## src/dma_xfer_defines.svh

```systemverilog
`ifndef DMA_XFER_DEFINES_SVH
`define DMA_XFER_DEFINES_SVH

// Register byte offsets
`define OFF_CTRL 4'h0
`define OFF_SRC 4'h4
`define OFF_DST 4'h8
`define OFF_COUNT 4'hc

`define OFF_STATUS 5'h10
`define OFF_HOLD 5'h14

// Control register fields
`define CTRL_START 0
`define CTRL_EXT 1
`define CTRL_UNIT_LO 2
`define CTRL_PORT_LO 4
`define CTRL_SRC_IO 6
`define CTRL_DST_IO 7
`define CTRL_CONT 8
`define CTRL_PIN_SEL 9
`define CTRL_LEVEL 12
`define CTRL_POL 13
`define CTRL_BUS_LO 16
`define CTRL_MASK 32'h0003_33fe
`define CTRL_RESET 32'h0000_0000

// Status register fields
`define STAT_ACTIVE 0
`define STAT_DONE 1
`define STAT_ABN 2
`define STAT_CONF 3

// Size codes
`define SIZE_16 2'h2
`define SIZE_8 2'h3
`define BYTES_32 3'h4
`define BYTES_16 3'h2
`define BYTES_8 3'h1

`endif

```

## src/dma_xfer_pkg.sv

```systemverilog
package dma_xfer_pkg;
  typedef enum logic [4:0] {
    ST_IDLE = 5'h01,
    ST_STANDBY = 5'h02,
    ST_READ = 5'h04,
    ST_WRITE = 5'h08,
    ST_ACK = 5'h10
  } chan_state_t;
endpackage

```

## src/dma_ext_request_dual_xfer.sv

```systemverilog
// Our own choices: the address map and register access over Wishbone.
`timescale 1ns/1ps
`default_nettype none
`include "dma_xfer_defines.svh"

module dma_ext_request_dual_xfer
  import dma_xfer_pkg::*;
#(
  parameter int ADDR_W = 32,
  parameter int CNT_W = 32
) (
  // Clock and reset
  input wire logic core_clk,
  input wire logic rstn,
  // Wishbone slave
  input wire logic wb_cyc_i,
  input wire logic wb_stb_i,
  input wire logic wb_we_i,
  input wire logic [4:0] wb_adr_i,
  input wire logic [3:0] wb_sel_i,
  input wire logic [31:0] wb_dat_i,
  output logic [31:0] wb_dat_o,
  output logic wb_ack_o,
  // Transfer requests and acknowledge
  input wire logic interrupt_controller_transfer_request_n,
  input wire logic pin_transfer_request_n,
  output logic transfer_acknowledge_n,
  // Data bus master
  output logic mem_req,
  output logic mem_we,
  output logic [ADDR_W-1:0] mem_addr,
  output logic [1:0] mem_size,
  output logic [31:0] mem_wdata,
  input wire logic [31:0] mem_rdata,
  input wire logic mem_ack
);

  function automatic logic [2:0] size_bytes(input logic [1:0] code);
    if (!code[1]) return `BYTES_32;
    else if (code == `SIZE_16) return `BYTES_16;
    else return `BYTES_8;
  endfunction

  function automatic logic [31:0] lane_mask(input logic [2:0] nbytes);
    if (nbytes == `BYTES_32) return 32'hffff_ffff;
    else if (nbytes == `BYTES_16) return 32'h0000_ffff;
    else return 32'h0000_00ff;
  endfunction

  function automatic logic [31:0] byte_merge(input logic [31:0] old, input logic [31:0] nw, input logic [3:0] sel);
    for (int i = 0; i < 4; i++) begin
      if (sel[i]) old[8*i +: 8] = nw[8*i +: 8];
    end
    return old;
  endfunction

  chan_state_t state;
  logic [31:0] ctrl;
  logic [ADDR_W-1:0] src_addr;
  logic [ADDR_W-1:0] dst_addr;
  logic [CNT_W-1:0] byte_count;
  logic [31:0] holding_register;
  logic flag_done;
  logic flag_abn;
  logic flag_conf;
  logic start_pending;
  logic pin_meta;
  logic pin_sync;
  logic pin_prev;
  logic edge_pending;

  wire logic wb_hit = wb_cyc_i & wb_stb_i & wb_ack_o;
  wire logic wb_wr = wb_hit & wb_we_i;
  wire logic idle = (state == ST_IDLE);

  wire logic [2:0] unit_bytes = size_bytes(ctrl[`CTRL_UNIT_LO +: 2]);
  wire logic [2:0] port_bytes = size_bytes(ctrl[`CTRL_PORT_LO +: 2]);
  wire logic [2:0] bus_bytes = size_bytes(ctrl[`CTRL_BUS_LO +: 2]);
  wire logic use_pin = ctrl[`CTRL_PIN_SEL];
  wire logic level_mode = ctrl[`CTRL_LEVEL];
  wire logic continuous = ctrl[`CTRL_CONT];

  // Access width of the current phase
  wire logic [2:0] src_dev = ctrl[`CTRL_SRC_IO] ? port_bytes : bus_bytes;
  wire logic [2:0] dst_dev = ctrl[`CTRL_DST_IO] ? port_bytes : bus_bytes;
  wire logic [2:0] rd_step = (src_dev < unit_bytes) ? src_dev : unit_bytes;
  wire logic [2:0] wr_step = (dst_dev < unit_bytes) ? dst_dev : unit_bytes;
  wire logic [2:0] step = (state == ST_WRITE) ? wr_step : rd_step;
  logic [2:0] piece_off;
  wire logic last_piece = (3'(piece_off + step) == unit_bytes);

  wire logic [CNT_W-1:0] unit_cnt = CNT_W'(unit_bytes);
  wire logic [CNT_W-1:0] count_after = byte_count - unit_cnt;
  wire logic [1:0] misalign_mask = 2'(unit_bytes - 3'h1);

  // Setup checks made when the channel is started
  wire logic cfg_error =
      (port_bytes > unit_bytes) |
      (ctrl[`CTRL_SRC_IO] & ctrl[`CTRL_DST_IO]) |
      !ctrl[`CTRL_EXT] |
      ctrl[`CTRL_POL] |
      (use_pin & (continuous != level_mode)) |
      (byte_count == '0) |
      flag_done | flag_abn |
      ((byte_count[1:0] & misalign_mask) != 2'h0) |
      ((src_addr[1:0] & misalign_mask) != 2'h0) |
      ((dst_addr[1:0] & misalign_mask) != 2'h0);

  // Pin synchroniser, idle high
  always_ff @(posedge core_clk or negedge rstn) begin
    if (!rstn) begin
      pin_meta <= 1'b1;
      pin_sync <= 1'b1;
      pin_prev <= 1'b1;
    end else begin
      pin_meta <= pin_transfer_request_n;
      pin_sync <= pin_meta;
      pin_prev <= pin_sync;
    end
  end

  wire logic pin_fell = pin_prev & !pin_sync;
  wire logic consume = (state == ST_STANDBY || state == ST_ACK) && edge_pending;

  // Falling edge held until a unit is started
  always_ff @(posedge core_clk or negedge rstn) begin
    if (!rstn) edge_pending <= 1'b0;
    else if (idle) edge_pending <= 1'b0;
    else edge_pending <= (pin_fell & use_pin & !level_mode) | (edge_pending & !consume);
  end

  wire logic req_now = !use_pin ? !interrupt_controller_transfer_request_n :
                       level_mode ? !pin_sync : edge_pending;

  // Wishbone slave: ack one cycle after request, dropped the next
  always_ff @(posedge core_clk or negedge rstn) begin
    if (!rstn) begin
      wb_ack_o <= 1'b0;
      wb_dat_o <= 32'h0000_0000;
    end else begin
      wb_ack_o <= wb_cyc_i & wb_stb_i & !wb_ack_o;
      if (wb_cyc_i & wb_stb_i & !wb_ack_o & !wb_we_i) begin
        unique case (wb_adr_i)
          5'(`OFF_CTRL): wb_dat_o <= ctrl;
          5'(`OFF_SRC): wb_dat_o <= 32'(src_addr);
          5'(`OFF_DST): wb_dat_o <= 32'(dst_addr);
          5'(`OFF_COUNT): wb_dat_o <= 32'(byte_count);
          `OFF_STATUS: wb_dat_o <= {28'h0, flag_conf, flag_abn, flag_done, !idle};
          `OFF_HOLD: wb_dat_o <= holding_register;
          default: wb_dat_o <= 32'h0000_0000;
        endcase
      end
    end
  end

  // Control register; start is a self-clearing request
  always_ff @(posedge core_clk or negedge rstn) begin
    if (!rstn) begin
      ctrl <= `CTRL_RESET;
      start_pending <= 1'b0;
    end else begin
      start_pending <= 1'b0;
      if (wb_wr && wb_adr_i == 5'(`OFF_CTRL) && idle) begin
        ctrl <= byte_merge(ctrl, wb_dat_i, wb_sel_i) & `CTRL_MASK;
        start_pending <= wb_sel_i[0] & wb_dat_i[`CTRL_START];
      end
    end
  end

  // Status flags: hardware set wins over write-one-to-clear
  wire logic status_wr = wb_wr && wb_adr_i == `OFF_STATUS && wb_sel_i[0];
  wire logic fail = idle & start_pending & cfg_error;

  always_ff @(posedge core_clk or negedge rstn) begin
    if (!rstn) begin
      flag_done <= 1'b0;
      flag_abn <= 1'b0;
      flag_conf <= 1'b0;
    end else begin
      flag_abn <= fail | (flag_abn & !(status_wr & wb_dat_i[`STAT_ABN]));
      flag_conf <= fail | (flag_conf & !(status_wr & wb_dat_i[`STAT_CONF]));
      flag_done <= (state == ST_ACK && byte_count == '0) | (flag_done & !(status_wr & wb_dat_i[`STAT_DONE]));
    end
  end

  // Channel state, data movement and acknowledge
  always_ff @(posedge core_clk or negedge rstn) begin
    if (!rstn) begin
      state <= ST_IDLE;
      src_addr <= '0;
      dst_addr <= '0;
      byte_count <= '0;
      holding_register <= 32'h0000_0000;
      piece_off <= 3'h0;
      mem_req <= 1'b0;
      mem_we <= 1'b0;
      mem_addr <= '0;
      mem_size <= 2'h0;
      mem_wdata <= 32'h0000_0000;
      transfer_acknowledge_n <= 1'b1;
    end else begin
      transfer_acknowledge_n <= 1'b1;
      unique case (state)
        ST_IDLE: begin
          if (wb_wr && wb_adr_i == 5'(`OFF_SRC)) src_addr <= ADDR_W'(byte_merge(32'(src_addr), wb_dat_i, wb_sel_i));
          if (wb_wr && wb_adr_i == 5'(`OFF_DST)) dst_addr <= ADDR_W'(byte_merge(32'(dst_addr), wb_dat_i, wb_sel_i));
          if (wb_wr && wb_adr_i == 5'(`OFF_COUNT)) byte_count <= CNT_W'(byte_merge(32'(byte_count), wb_dat_i, wb_sel_i));
          if (start_pending && !cfg_error) state <= ST_STANDBY;
        end
        ST_STANDBY: begin
          piece_off <= 3'h0;
          if (req_now) state <= ST_READ;
        end
        ST_READ, ST_WRITE: begin
          if (mem_req && mem_ack) begin
            mem_req <= 1'b0;
            piece_off <= last_piece ? 3'h0 : 3'(piece_off + step);
            if (state == ST_READ) begin
              holding_register <= (holding_register & ~(lane_mask(step) << {piece_off, 3'h0})) |
                                  ((mem_rdata & lane_mask(step)) << {piece_off, 3'h0});
              if (last_piece) state <= ST_WRITE;
            end else if (last_piece) begin
              src_addr <= src_addr + ADDR_W'(unit_bytes);
              dst_addr <= dst_addr + ADDR_W'(unit_bytes);
              byte_count <= count_after;
              if (!continuous || count_after == '0) begin
                state <= ST_ACK;
                transfer_acknowledge_n <= 1'b0;
              end else if (req_now) state <= ST_READ;
              else state <= ST_STANDBY;
            end
          end else if (!mem_req && !mem_ack) begin
            mem_req <= 1'b1;
            mem_we <= (state == ST_WRITE);
            mem_addr <= ((state == ST_WRITE) ? dst_addr : src_addr) + ADDR_W'(piece_off);
            mem_size <= (step == `BYTES_32) ? 2'h0 : (step == `BYTES_16) ? `SIZE_16 : `SIZE_8;
            mem_wdata <= (holding_register >> {piece_off, 3'h0}) & lane_mask(step);
          end
        end
        ST_ACK: begin
          if (byte_count == '0) state <= ST_IDLE;
          else if (use_pin && edge_pending) state <= ST_READ;
          else state <= ST_STANDBY;
        end
        default: state <= ST_IDLE;
      endcase
    end
  end
endmodule
`default_nettype wire

```

## config.mk

```make
export PLATFORM = sky130hd
export DESIGN_NAME = dma_ext_request_dual_xfer
export DESIGN_NICKNAME = d
export VERILOG_FILES = /design/src/dma_xfer_pkg.sv /design/src/dma_ext_request_dual_xfer.sv
export VERILOG_INCLUDE_DIRS = /design/src /design/src/src
export SDC_FILE = /design/constraint.sdc
export NUM_CORES = 1
export LEC_CHECK = 0
export BUFFER_PORTS_ARGS = -buffer_cell sky130_fd_sc_hd__buf_2
export CORE_MARGIN = 1
export CORE_UTILIZATION = 45
export CTS_BUF_LIST = sky130_fd_sc_hd__clkbuf_4
export CTS_CLUSTER_SIZE = 8
export DETAILED_ROUTE_END_ITERATION = 16
export GPL_TIMING_DRIVEN = 0
export REMOVE_ABC_BUFFERS = 1
export SYNTH_ARGS = -nofsm -noshare
export SYNTH_HDL_FRONTEND = slang
export SYNTH_SLANG_ARGS = --single-unit
```

## constraint.sdc

```tcl
create_clock -name core_clk -period 6 [get_ports core_clk]
set_clock_uncertainty 0.1 [all_clocks]
set_input_delay 1.2 -clock core_clk [delete_from_list [all_inputs] [get_ports core_clk]]
set_output_delay 1.2 -clock core_clk [all_outputs]
set_load 0.01 [all_outputs]
```

# == After elaboration in Yosys (flattened, before gate mapping) ==
# Index checks and enable logic that the tools add are counted.
# word_totals
word_cells,245
inputBits,81
regBits,259
out_inout_bits,102
# classes
n_eq_ne,29
n_lt_le_gt_ge,3
reduce_logical,60
n_shift,3
n_addsub,6
bitwise_logic,43
muxes,67
# ops
op,n
two-way mux 32 bit,20
one-hot mux 32 bit (2 select lines),3
one-hot mux 32 bit (6 select lines),1
adder 32 x 3 -> 32 bit,3
bitwise AND 32 bit,3
AND reduction 6 bit,12
zero test 32 bit,2
<< shifter 32 x 6 -> 32 bit,2
two-way mux 3 bit,13
two-way mux 5 bit,7
two-way mux 8 bit,4
inverter 32 bit,1
OR 32 bit,1
>> shifter 32 x 6 -> 32 bit,1
subtractor 32 x 3 -> 32 bit,1
bitwise AND 1 bit,20
one-hot mux 5 bit (4 select lines),1
two-way mux 16 bit,1
"!= test 2 bit, second input constant",8
"== test 5 x 4 -> 1 bit, second input constant",3
"== test 5 bit, second input constant",3
zero test 1 bit,15
OR 1 bit,14
logical AND 1 bit,13
other kinds (25),59

# == Depth between registers and ports, before layout ==
# Gate-level depths: netlist of run 1.
# logic_depth
word_depth,18
ltp_mapped,20
depth_no_buf,17

# == Least setup slack after synthesis of run 1 ==
# No wires, ideal clock.
# synth_path
kind,reg2reg
start,register ctrl[3]
end,register dst_addr[1]
path_slack_ns,1.402
path_buffers,1
setup_time_ns,0.128
path_stages_with_launch,17
arrival_time_ns,4.370
synth_period_minus_slack_ns,4.598
path_cell_list,dfrtp_1 > nand2b_1 > ha_1 > or2_2 > a21oi_1 > a211o_1 > nand3_1 > inv_1 > buf_2 > fa_1 > and3_1 > o21ai_0 > nor4_1 > or4_4 > a21boi_4 > nor2_2 > mux2_1
# synth_between
elab_chain_len,10
# synth_rtl
item,line_no,source
start: declaration,dma_ext_request_dual_xfer.sv:58,logic [31:0] ctrl;
start signal: assignment,dma_ext_request_dual_xfer.sv:159,ctrl <= `CTRL_RESET;
start signal: assignment,dma_ext_request_dual_xfer.sv:164,"ctrl <= byte_merge(ctrl, wb_dat_i, wb_sel_i) & `CTRL_MASK;"
== test 2 bit (no source line),-,
two-way mux 2 bit,dma_ext_request_dual_xfer.sv:40,else if (code == `SIZE_16) return `BYTES_16;
two-way mux 3 bit *,dma_ext_request_dual_xfer.sv:39,if (!code[1]) return `BYTES_32;
"less-than comparator 3 bit, on equally long branches","dma_ext_request_dual_xfer.sv:86, dma_ext_request_dual_xfer.sv:87",
"two-way mux 3 bit, on equally long branches","dma_ext_request_dual_xfer.sv:86, dma_ext_request_dual_xfer.sv:87",
two-way mux 3 bit,dma_ext_request_dual_xfer.sv:88,wire logic [2:0] step = (state == ST_WRITE) ? wr_step : rd_step;
adder 3 bit,dma_ext_request_dual_xfer.sv:90,wire logic last_piece = (3'(piece_off + step) == unit_bytes);
== test 3 bit,dma_ext_request_dual_xfer.sv:90,
!= test 2 bit (no source line),-,
AND reduction 6 bit (no source line),-,
end signal: assignment,dma_ext_request_dual_xfer.sv:206,"if (wb_wr && wb_adr_i == 5'(`OFF_DST)) dst_addr <= ADDR_W'(byte_merge(32'(dst_addr), wb_dat_i, wb_sel_i));"
end signal: assignment,dma_ext_request_dual_xfer.sv:224,dst_addr <= dst_addr + ADDR_W'(unit_bytes);
end: declaration,dma_ext_request_dual_xfer.sv:60,logic [ADDR_W-1:0] dst_addr;
# Every way passes the cells marked *; elsewhere a longest branch is shown, timed or not. The select of a mux whose other input is x is not followed.
# A chain may end at the register's enable or synchronous reset.

# == Worst setup path in the final report of run 1 ==
# layout_path
start,register ctrl[2]
end,register src_addr[1]
# layout_between
elab_chain_len,10
# layout_rtl
item,line_no,source
== test 2 bit (no source line) *,-,
two-way mux 2 bit *,dma_ext_request_dual_xfer.sv:40,
two-way mux 3 bit *,dma_ext_request_dual_xfer.sv:39,
"less-than comparator 3 bit, on equally long branches","dma_ext_request_dual_xfer.sv:86, dma_ext_request_dual_xfer.sv:87",
"two-way mux 3 bit, on equally long branches","dma_ext_request_dual_xfer.sv:86, dma_ext_request_dual_xfer.sv:87",
two-way mux 3 bit,dma_ext_request_dual_xfer.sv:88,
adder 3 bit,dma_ext_request_dual_xfer.sv:90,
== test 3 bit,dma_ext_request_dual_xfer.sv:90,
!= test 2 bit (no source line),-,
AND reduction 6 bit (no source line),-,
end signal: assignment,dma_ext_request_dual_xfer.sv:205,"if (wb_wr && wb_adr_i == 5'(`OFF_SRC)) src_addr <= ADDR_W'(byte_merge(32'(src_addr), wb_dat_i, wb_sel_i));"
end signal: assignment,dma_ext_request_dual_xfer.sv:223,src_addr <= src_addr + ADDR_W'(unit_bytes);
end: declaration,dma_ext_request_dual_xfer.sv:59,logic [ADDR_W-1:0] src_addr;
# Marked as above.

==> flow_summary.ini, run 1 <==
[status]
status = finished with violations
violations = max-capacitance violations

[timing]
fin_ws_ns = 0.1907
rsz0062_at_grt = false
slew-limit-headroom_pct = 1.173
finalSetupTns_ns = 0
fin_crit_sh_pct = 96.82
min_period_ns = 5.809
hold_viol = 0
slew_violations = 0
max_freq_mhz = 172.1
setup_violations = 0
worstMarginPinSlew_ns = 1.477
hold_slack_ns = 0.2566

[clocking]
worstSkewPairLatency_ns = 0.78
clk_pin_slew_worst_paths_ns = 0.07
root_buffer = clkbuf_4
cts_hold_buf = 0
cts.sinks = 259
cts_inserted_buffers = 76
clk_path_buf_depth = 3
h-tree-depth = 3
cts_tree = yes

[global_route]
grt_overflow = 0
grt_pass1_vias = 16032
grt.total_usage_pct = 34.14
antenna_found_initial = 3
grt_max_degree = 95
grt_pass1_wl_um = 99130

[worst_hold_path]
hold_class = flop to flop
min_to = pin_sync
hold_path_depth = 0
hold_start = pin_meta

[power_and_ir_drop]
vdd_drop_max_mv = 0.1153
power_density_mw_per_mm2 = 207.6
power.static_leakage_nw = 8.681
switchingPower_mw = 1.170
swShare_pct = 29.31
p_comb_share_pct = 10.8
p_int_mw = 2.822
finalPower_mw = 3.991
seqPwrFrac_pct = 46.8
clockPowerShare_pct = 42.4

[placed_design]
io_buffers = 182
dp_hpwl_um = 47540
dp_slack_ns = -1.003
post-place-cells = 2470
place.gp.congestion = 0.9393
post_dp_cell_area_mm2 = 0.01807

[cells_and_area]
final_cells = 2613
stdcell_area_mm2 = 0.01922
area_growth_pct = 14.36
final_net_count = 2212
drive_above_1_share_pct = 19.83
final_util_pct = 52.38

[synth]
synth_compound_area_share_pct = 28.31
yosysWarningCount = 0
syn_avg_cell_area_um2 = 8.594
yosys.area_share.simple_pct = 19.29
synth_fa_ha_area_share_pct = 2.754
synthTopCellsByArea = dfrtp_1 38%, nand2_1 5.2%, o21ai_0 4.6%, a21oi_1 3.5%, nor2_1 2.7%
yosys.cell_types.count = 91
synth_mux_area_share_pct = 3.826
synthesis.area_mm2 = 0.01681
synth_top_family_by_area = compound AO/OA/AOI/OAI gates
synth-seq-area-share_pct = 38.59
synth_edf_count = 0
yosys.area.top_type = dfrtp_1
synth-seq-cells = 259
synth_top_area_share_pct = 37.81
yosys.area_share.xor_xnor_pct = 2.397
ys.flop_type = dfrtp_1
synthCells = 1956
async_flop_share_pct = 100.0

[floorplan]
pin_count = 183
initial_core_util_pct = 45.81
coreArea_mm2 = 0.03670
dieWidth_um = 195.3
die_y_um = 195.3
row_count = 70
dieArea_mm2 = 0.03813

[routing]
wire_per_inst_um = 25.24
drcViolationCount = 0
avgViaCountPerCell = 6.615
first_pass_iters = 7
drtAntennaViolNets = 0
finalWirelength_um = 65950
vias = 17284
drt_iter0_drc = 2020

[worst_setup_path]
reg2reg_from = ctrl[2]
critPathLaunchType = flop
path_max_fanout = 12
worstSetupPathType = flop to flop
cp-end-kind = flop
r2r_setup_slack_ns = 0.19
worst-r2r-cell-count = 15
cp.arrival_ns = 6.35
worstPathRequired_ns = 6.54
worst_r2r_endpoint = src_addr[1]

[flow_run]
drv_cap = 1
-- layer usage --
layer | track usage, % | part of all wire [%]
met1 | 47.55 | 42
met2 | 50.46 | 43
met3 | 8.325 | 11
met4 | 14.38 | 3.8
met5 | 0 | 0
-- synthesized netlist by cell type, drive strengths merged, types with 9 or more instances --
cell and instances:
nand3 56, inv 50, nor3 58, or4 21, mux2i 35, a222oi 11
nor4 32, a41o 14, a22o 39, mux2 26, o31ai 33, nand4 23
o211ai 10, a31oi 69, o31a 9, ha 29, o22a 12, nand2b 16
a21o 39, a22oi 21, dfrtp 254, xnor2 26, nor3b 9, a211oi 26
buf 34, a21oi 119, xor2 20, nor2 122, nor2b 23, o22ai 33
o2bb2ai 14, clkbuf 119, o21ai 162, and3 17, nand2 233, and2 9
a221oi 31, a2111oi 12
-- worst max-delay path: stages (launching register included) --
cell and delay [ns]:
dfrtp_1 0.50, nand2b_2 0.42, ha_1 0.38, or2_2 0.29, a21oi_1 0.24, o211ai_1 0.17, nand3_2 0.28, clkinvlp_4 0.33
fa_1 0.60, and3_1 0.19, o21ai_0 0.39, nor4_2 0.13, or4_4 0.68, a21boi_4 0.46, nor2_2 0.19, mux2_2 0.33
-- cell usage in the layout (no fill, tap or decap), drive strengths merged, types with 9 or more instances in the layout --
cell / count
a211oi: 26
mux2: 26
or4: 21
xor2: 20
nand2b: 16
dfrtp: 254
and3: 17
nand2: 233
nand3: 56
a21o: 39
nor3b: 9
a2111oi: 12
nor2: 123
o31ai: 33
a222oi: 11
o22a: 12
buf: 213
mux2i: 35
clkbuf: 111
o211ai: 10
a41o: 14
nor3: 58
o2bb2ai: 14
and2: 9
o31a: 9
a31oi: 69
nor2b: 23
ha: 29
a22oi: 21
o21ai: 163
a21oi: 119
xnor2: 26
o22ai: 33
a221oi: 31
nor4: 32
nand4: 23
a22o: 39
inv: 52
-- timing repair --
action                                  CTS  global route
resized for setup                         6             3
endpoints found under the setup margin   97            58
pin swaps                                 3             4
cloned                                    2             1
buffers inserted                          4            10
-- logic make-up (layout without fill, tap and decap cells) --
logic type                 after synthesis  after routing
and+or+nand+nor                        653            654
xor gates and xnor gates                46             46
muxes                                   61             61
adders and majority gates               34             34
buffers and inverters                  203            387
AOI/OAI and AO/OA                      700            702
DFF                                    259            259
other                                    0              2
-- power groups by stage --
stage                     clock [mW]  combinational (mW)  sequential [mW]
after floorplan                    0               0.237             1.86
after global placement             0               0.405             1.89
after detailed placement           0               0.419             1.89
after CTS                       1.73               0.423             1.86
after global routing            1.82               0.472             1.87
final                           1.69               0.433             1.87
-- flip-flops by register name, summed over array words and instances, names as in the netlist, 2 cells and up --
| name | flops |
|---|---|
| piece_off | 3 |
| src_addr | 32 |
| holding_register | 32 |
| byte_count | 32 |
| state | 5 |
| mem_size | 2 |
| dst_addr | 32 |
| mem_wdata | 32 |
| ctrl | 13 |
| wb_dat_o | 32 |
| mem_addr | 32 |
-- worst max-delay path by stage --
stage | cells after the start | start | endpoint
after global routing | 15 | ctrl[2] | src_addr[1]
after global placement | 7 | state[1] | mem_wdata[28]
final | 15 | ctrl[2] | src_addr[1]
after CTS | 15 | ctrl[3] | src_addr[13]
after floorplan | 7 | state[1] | mem_wdata[24]
after detailed placement | 14 | state[2] | src_addr[1]
-- area by class of cell --
class / instances / area, µm²
fill: 3539 / 17470
multi-input combinational: 1497 / 9664
sequential: 259 / 6494
timing repair buffer: 213 / 1370
clock buffer: 111 / 833.3
tap: 468 / 585.6
inverter: 50 / 191.4
clock inverter: 13 / 80.08
antenna: 2 / 5.005
(Power assumes the default switching activity.)
==> run 2: changes to the inputs <==
Clock period 6 ns to 5.9 ns, I/O delays scaled along.
==> run 2 against run 1 <==
  * The run now ends clean
  * Power rose by 1.6%
  * Global-route usage barely moved
  * Core utilization barely moved
  * Largest cell class unchanged
  * Largest power group unchanged
  * Highest routed layer unchanged
==> flow_summary.ini, run 2 (synthesis results as in run 1) <==
[status]
status = finished, final reports clean

[global_route]
grt_pass1_vias = 16037
grt.total_usage_pct = 34.16
antenna_found_initial = 3
grt_overflow = 0
grt_max_degree = 95
grt_pass1_wl_um = 99150

[clocking]
cts_inserted_buffers = 76
cts.sinks = 259
root_buffer = clkbuf_4
worstSkewPairLatency_ns = 0.77
cts_hold_buf = 0
clk_pin_slew_worst_paths_ns = 0.07
h-tree-depth = 3
cts_tree = yes
clk_path_buf_depth = 3

[timing]
fin_crit_sh_pct = 97.23
hold_viol = 0
max_freq_mhz = 174.3
hold_slack_ns = 0.2564
slew-limit-headroom_pct = 5.526
min_period_ns = 5.737
worstMarginPinSlew_ns = 1.412
slew_violations = 0
setup_violations = 0
rsz0062_at_grt = false
fin_ws_ns = 0.1634
finalSetupTns_ns = 0

[cells_and_area]
final_common_cell = dfrtp_1
final_net_count = 2211
area_growth_pct = 14.27
fill_cells = 3541
drive_above_1_share_pct = 19.84
final_cell_mix = 251 x dfrtp_1, 229 x nand2_1, 182 x buf_2
stdcell_area_mm2 = 0.01921
final_cells = 2612
final_util_pct = 52.34

[routing]
drtAntennaViolNets = 0
vias = 17182
first_pass_iters = 5
finalWirelength_um = 66120
drt_iter0_drc = 2019
avgViaCountPerCell = 6.578
wire_per_inst_um = 25.31
drcViolationCount = 0

[worst_setup_path]
cp-end-kind = flop
max_stage_delay_ns = 0.68
critPathLaunchType = flop
worstPathRequired_ns = 6.45
path_max_fanout = 12
worstSetupPathType = flop to flop
cp_cell_sequence = nand2b_2 > ha_1 > or2_2 > a21oi_1 > o211ai_1 > nand3_2 > clkinvlp_4 > fa_1 > and3_1 > o21ai_1 > nor4_2 > or4_4 > a21boi_4 > nor2_2 > mux2_2
cp.arrival_ns = 6.28
slowest_stage = or4_4

[power_and_ir_drop]
switchingPower_mw = 1.188
clockPowerShare_pct = 42.4
power_density_mw_per_mm2 = 211.1
finalPower_mw = 4.055
seqPwrFrac_pct = 46.8
swShare_pct = 29.29
power.static_leakage_nw = 8.671
vdd_drop_max_mv = 0.1175
p_comb_share_pct = 10.8
p_int_mw = 2.867

[floorplan]
pin_count = 183
coreArea_mm2 = 0.03670
initial_core_util_pct = 45.81
dieArea_mm2 = 0.03813
row_count = 70
die_y_um = 195.3
dieWidth_um = 195.3

[placed_design]
dp_slack_ns = -1.103
io_buffers = 182
dp_hpwl_um = 47540
post-place-cells = 2470
place.gp.congestion = 0.9393
post_dp_cell_area_mm2 = 0.01807

[flow_run]
drv_cap = 0

[worst_hold_path]
hold_class = flop to flop
run 2: changes by cell type in the layout (fill, tap and decap cells not counted), sizes merged:
cell / delta
buf: -1
run 2: metal layers:
layer	wire [µm]	GRT usage, %
met5	0	0
met4	2374	14.14
met3	7328	8.273
met2	28820	50.60
met1	27600	47.61
run 2: path summary, 6_finish.rpt:
path / startpoint / to / slack (ns) / depth (start not counted)
worst max register to register: ctrl[2] / src_addr[1] / 0.16 / 15
max in group asynchronous: rstn / byte_count[26] / 4.45 / 2
min in group asynchronous: rstn / piece_off[1] / 0.28 / 1
worst min-delay path: pin_meta / pin_sync / 0.26 / 0
worst min register to register: pin_meta / pin_sync / 0.26 / 0
worst max-delay path: ctrl[2] / src_addr[1] / 0.16 / 15
run 2: layout make-up:
type | count | area, µm² | share of cell area, %
inverter | 50 | 191.4 | 0.9966
tap | 468 | 585.6 | 3.048
sequential | 259 | 6494 | 33.81
timing repair buffer | 212 | 1350 | 7.028
clock buffer | 111 | 833.3 | 4.338
antenna | 2 | 5.005 | 0.02606
multi-input combinational | 1497 | 9669 | 50.34
clock inverter | 13 | 80.08 | 0.4169
run 2: worst max-delay path: cells and delay by family, from the launching register on:
kind,cells,cell delay [ns]
buffers and inverters,1,0.33
multiplexers,1,0.33
adder cells (fa/ha/maj),2,0.98
AND/OR/NAND/NOR,7,2.18
AO/OA/AOI/OAI,4,1.21
flip-flops,1,0.49
run 2: timing repair:
item                                    CTS  global route
buffers inserted                          4             9
pin swaps                                 3             4
endpoints found under the setup margin   99            97
gates cloned                              2             1
gates resized for setup                   7             4
hold endpoints to repair                  0             0
run 2: power by group through the flow:
stage / registers, mW / clock network (mW) / logic, mW
2_1_floorplan: 1.90 / 0 / 0.241
3_3_place_gp: 1.93 / 0 / 0.412
3_5_place_dp: 1.93 / 0 / 0.426
4_1_cts: 1.89 / 1.76 / 0.430
5_1_grt: 1.90 / 1.85 / 0.477
6_report: 1.90 / 1.72 / 0.436
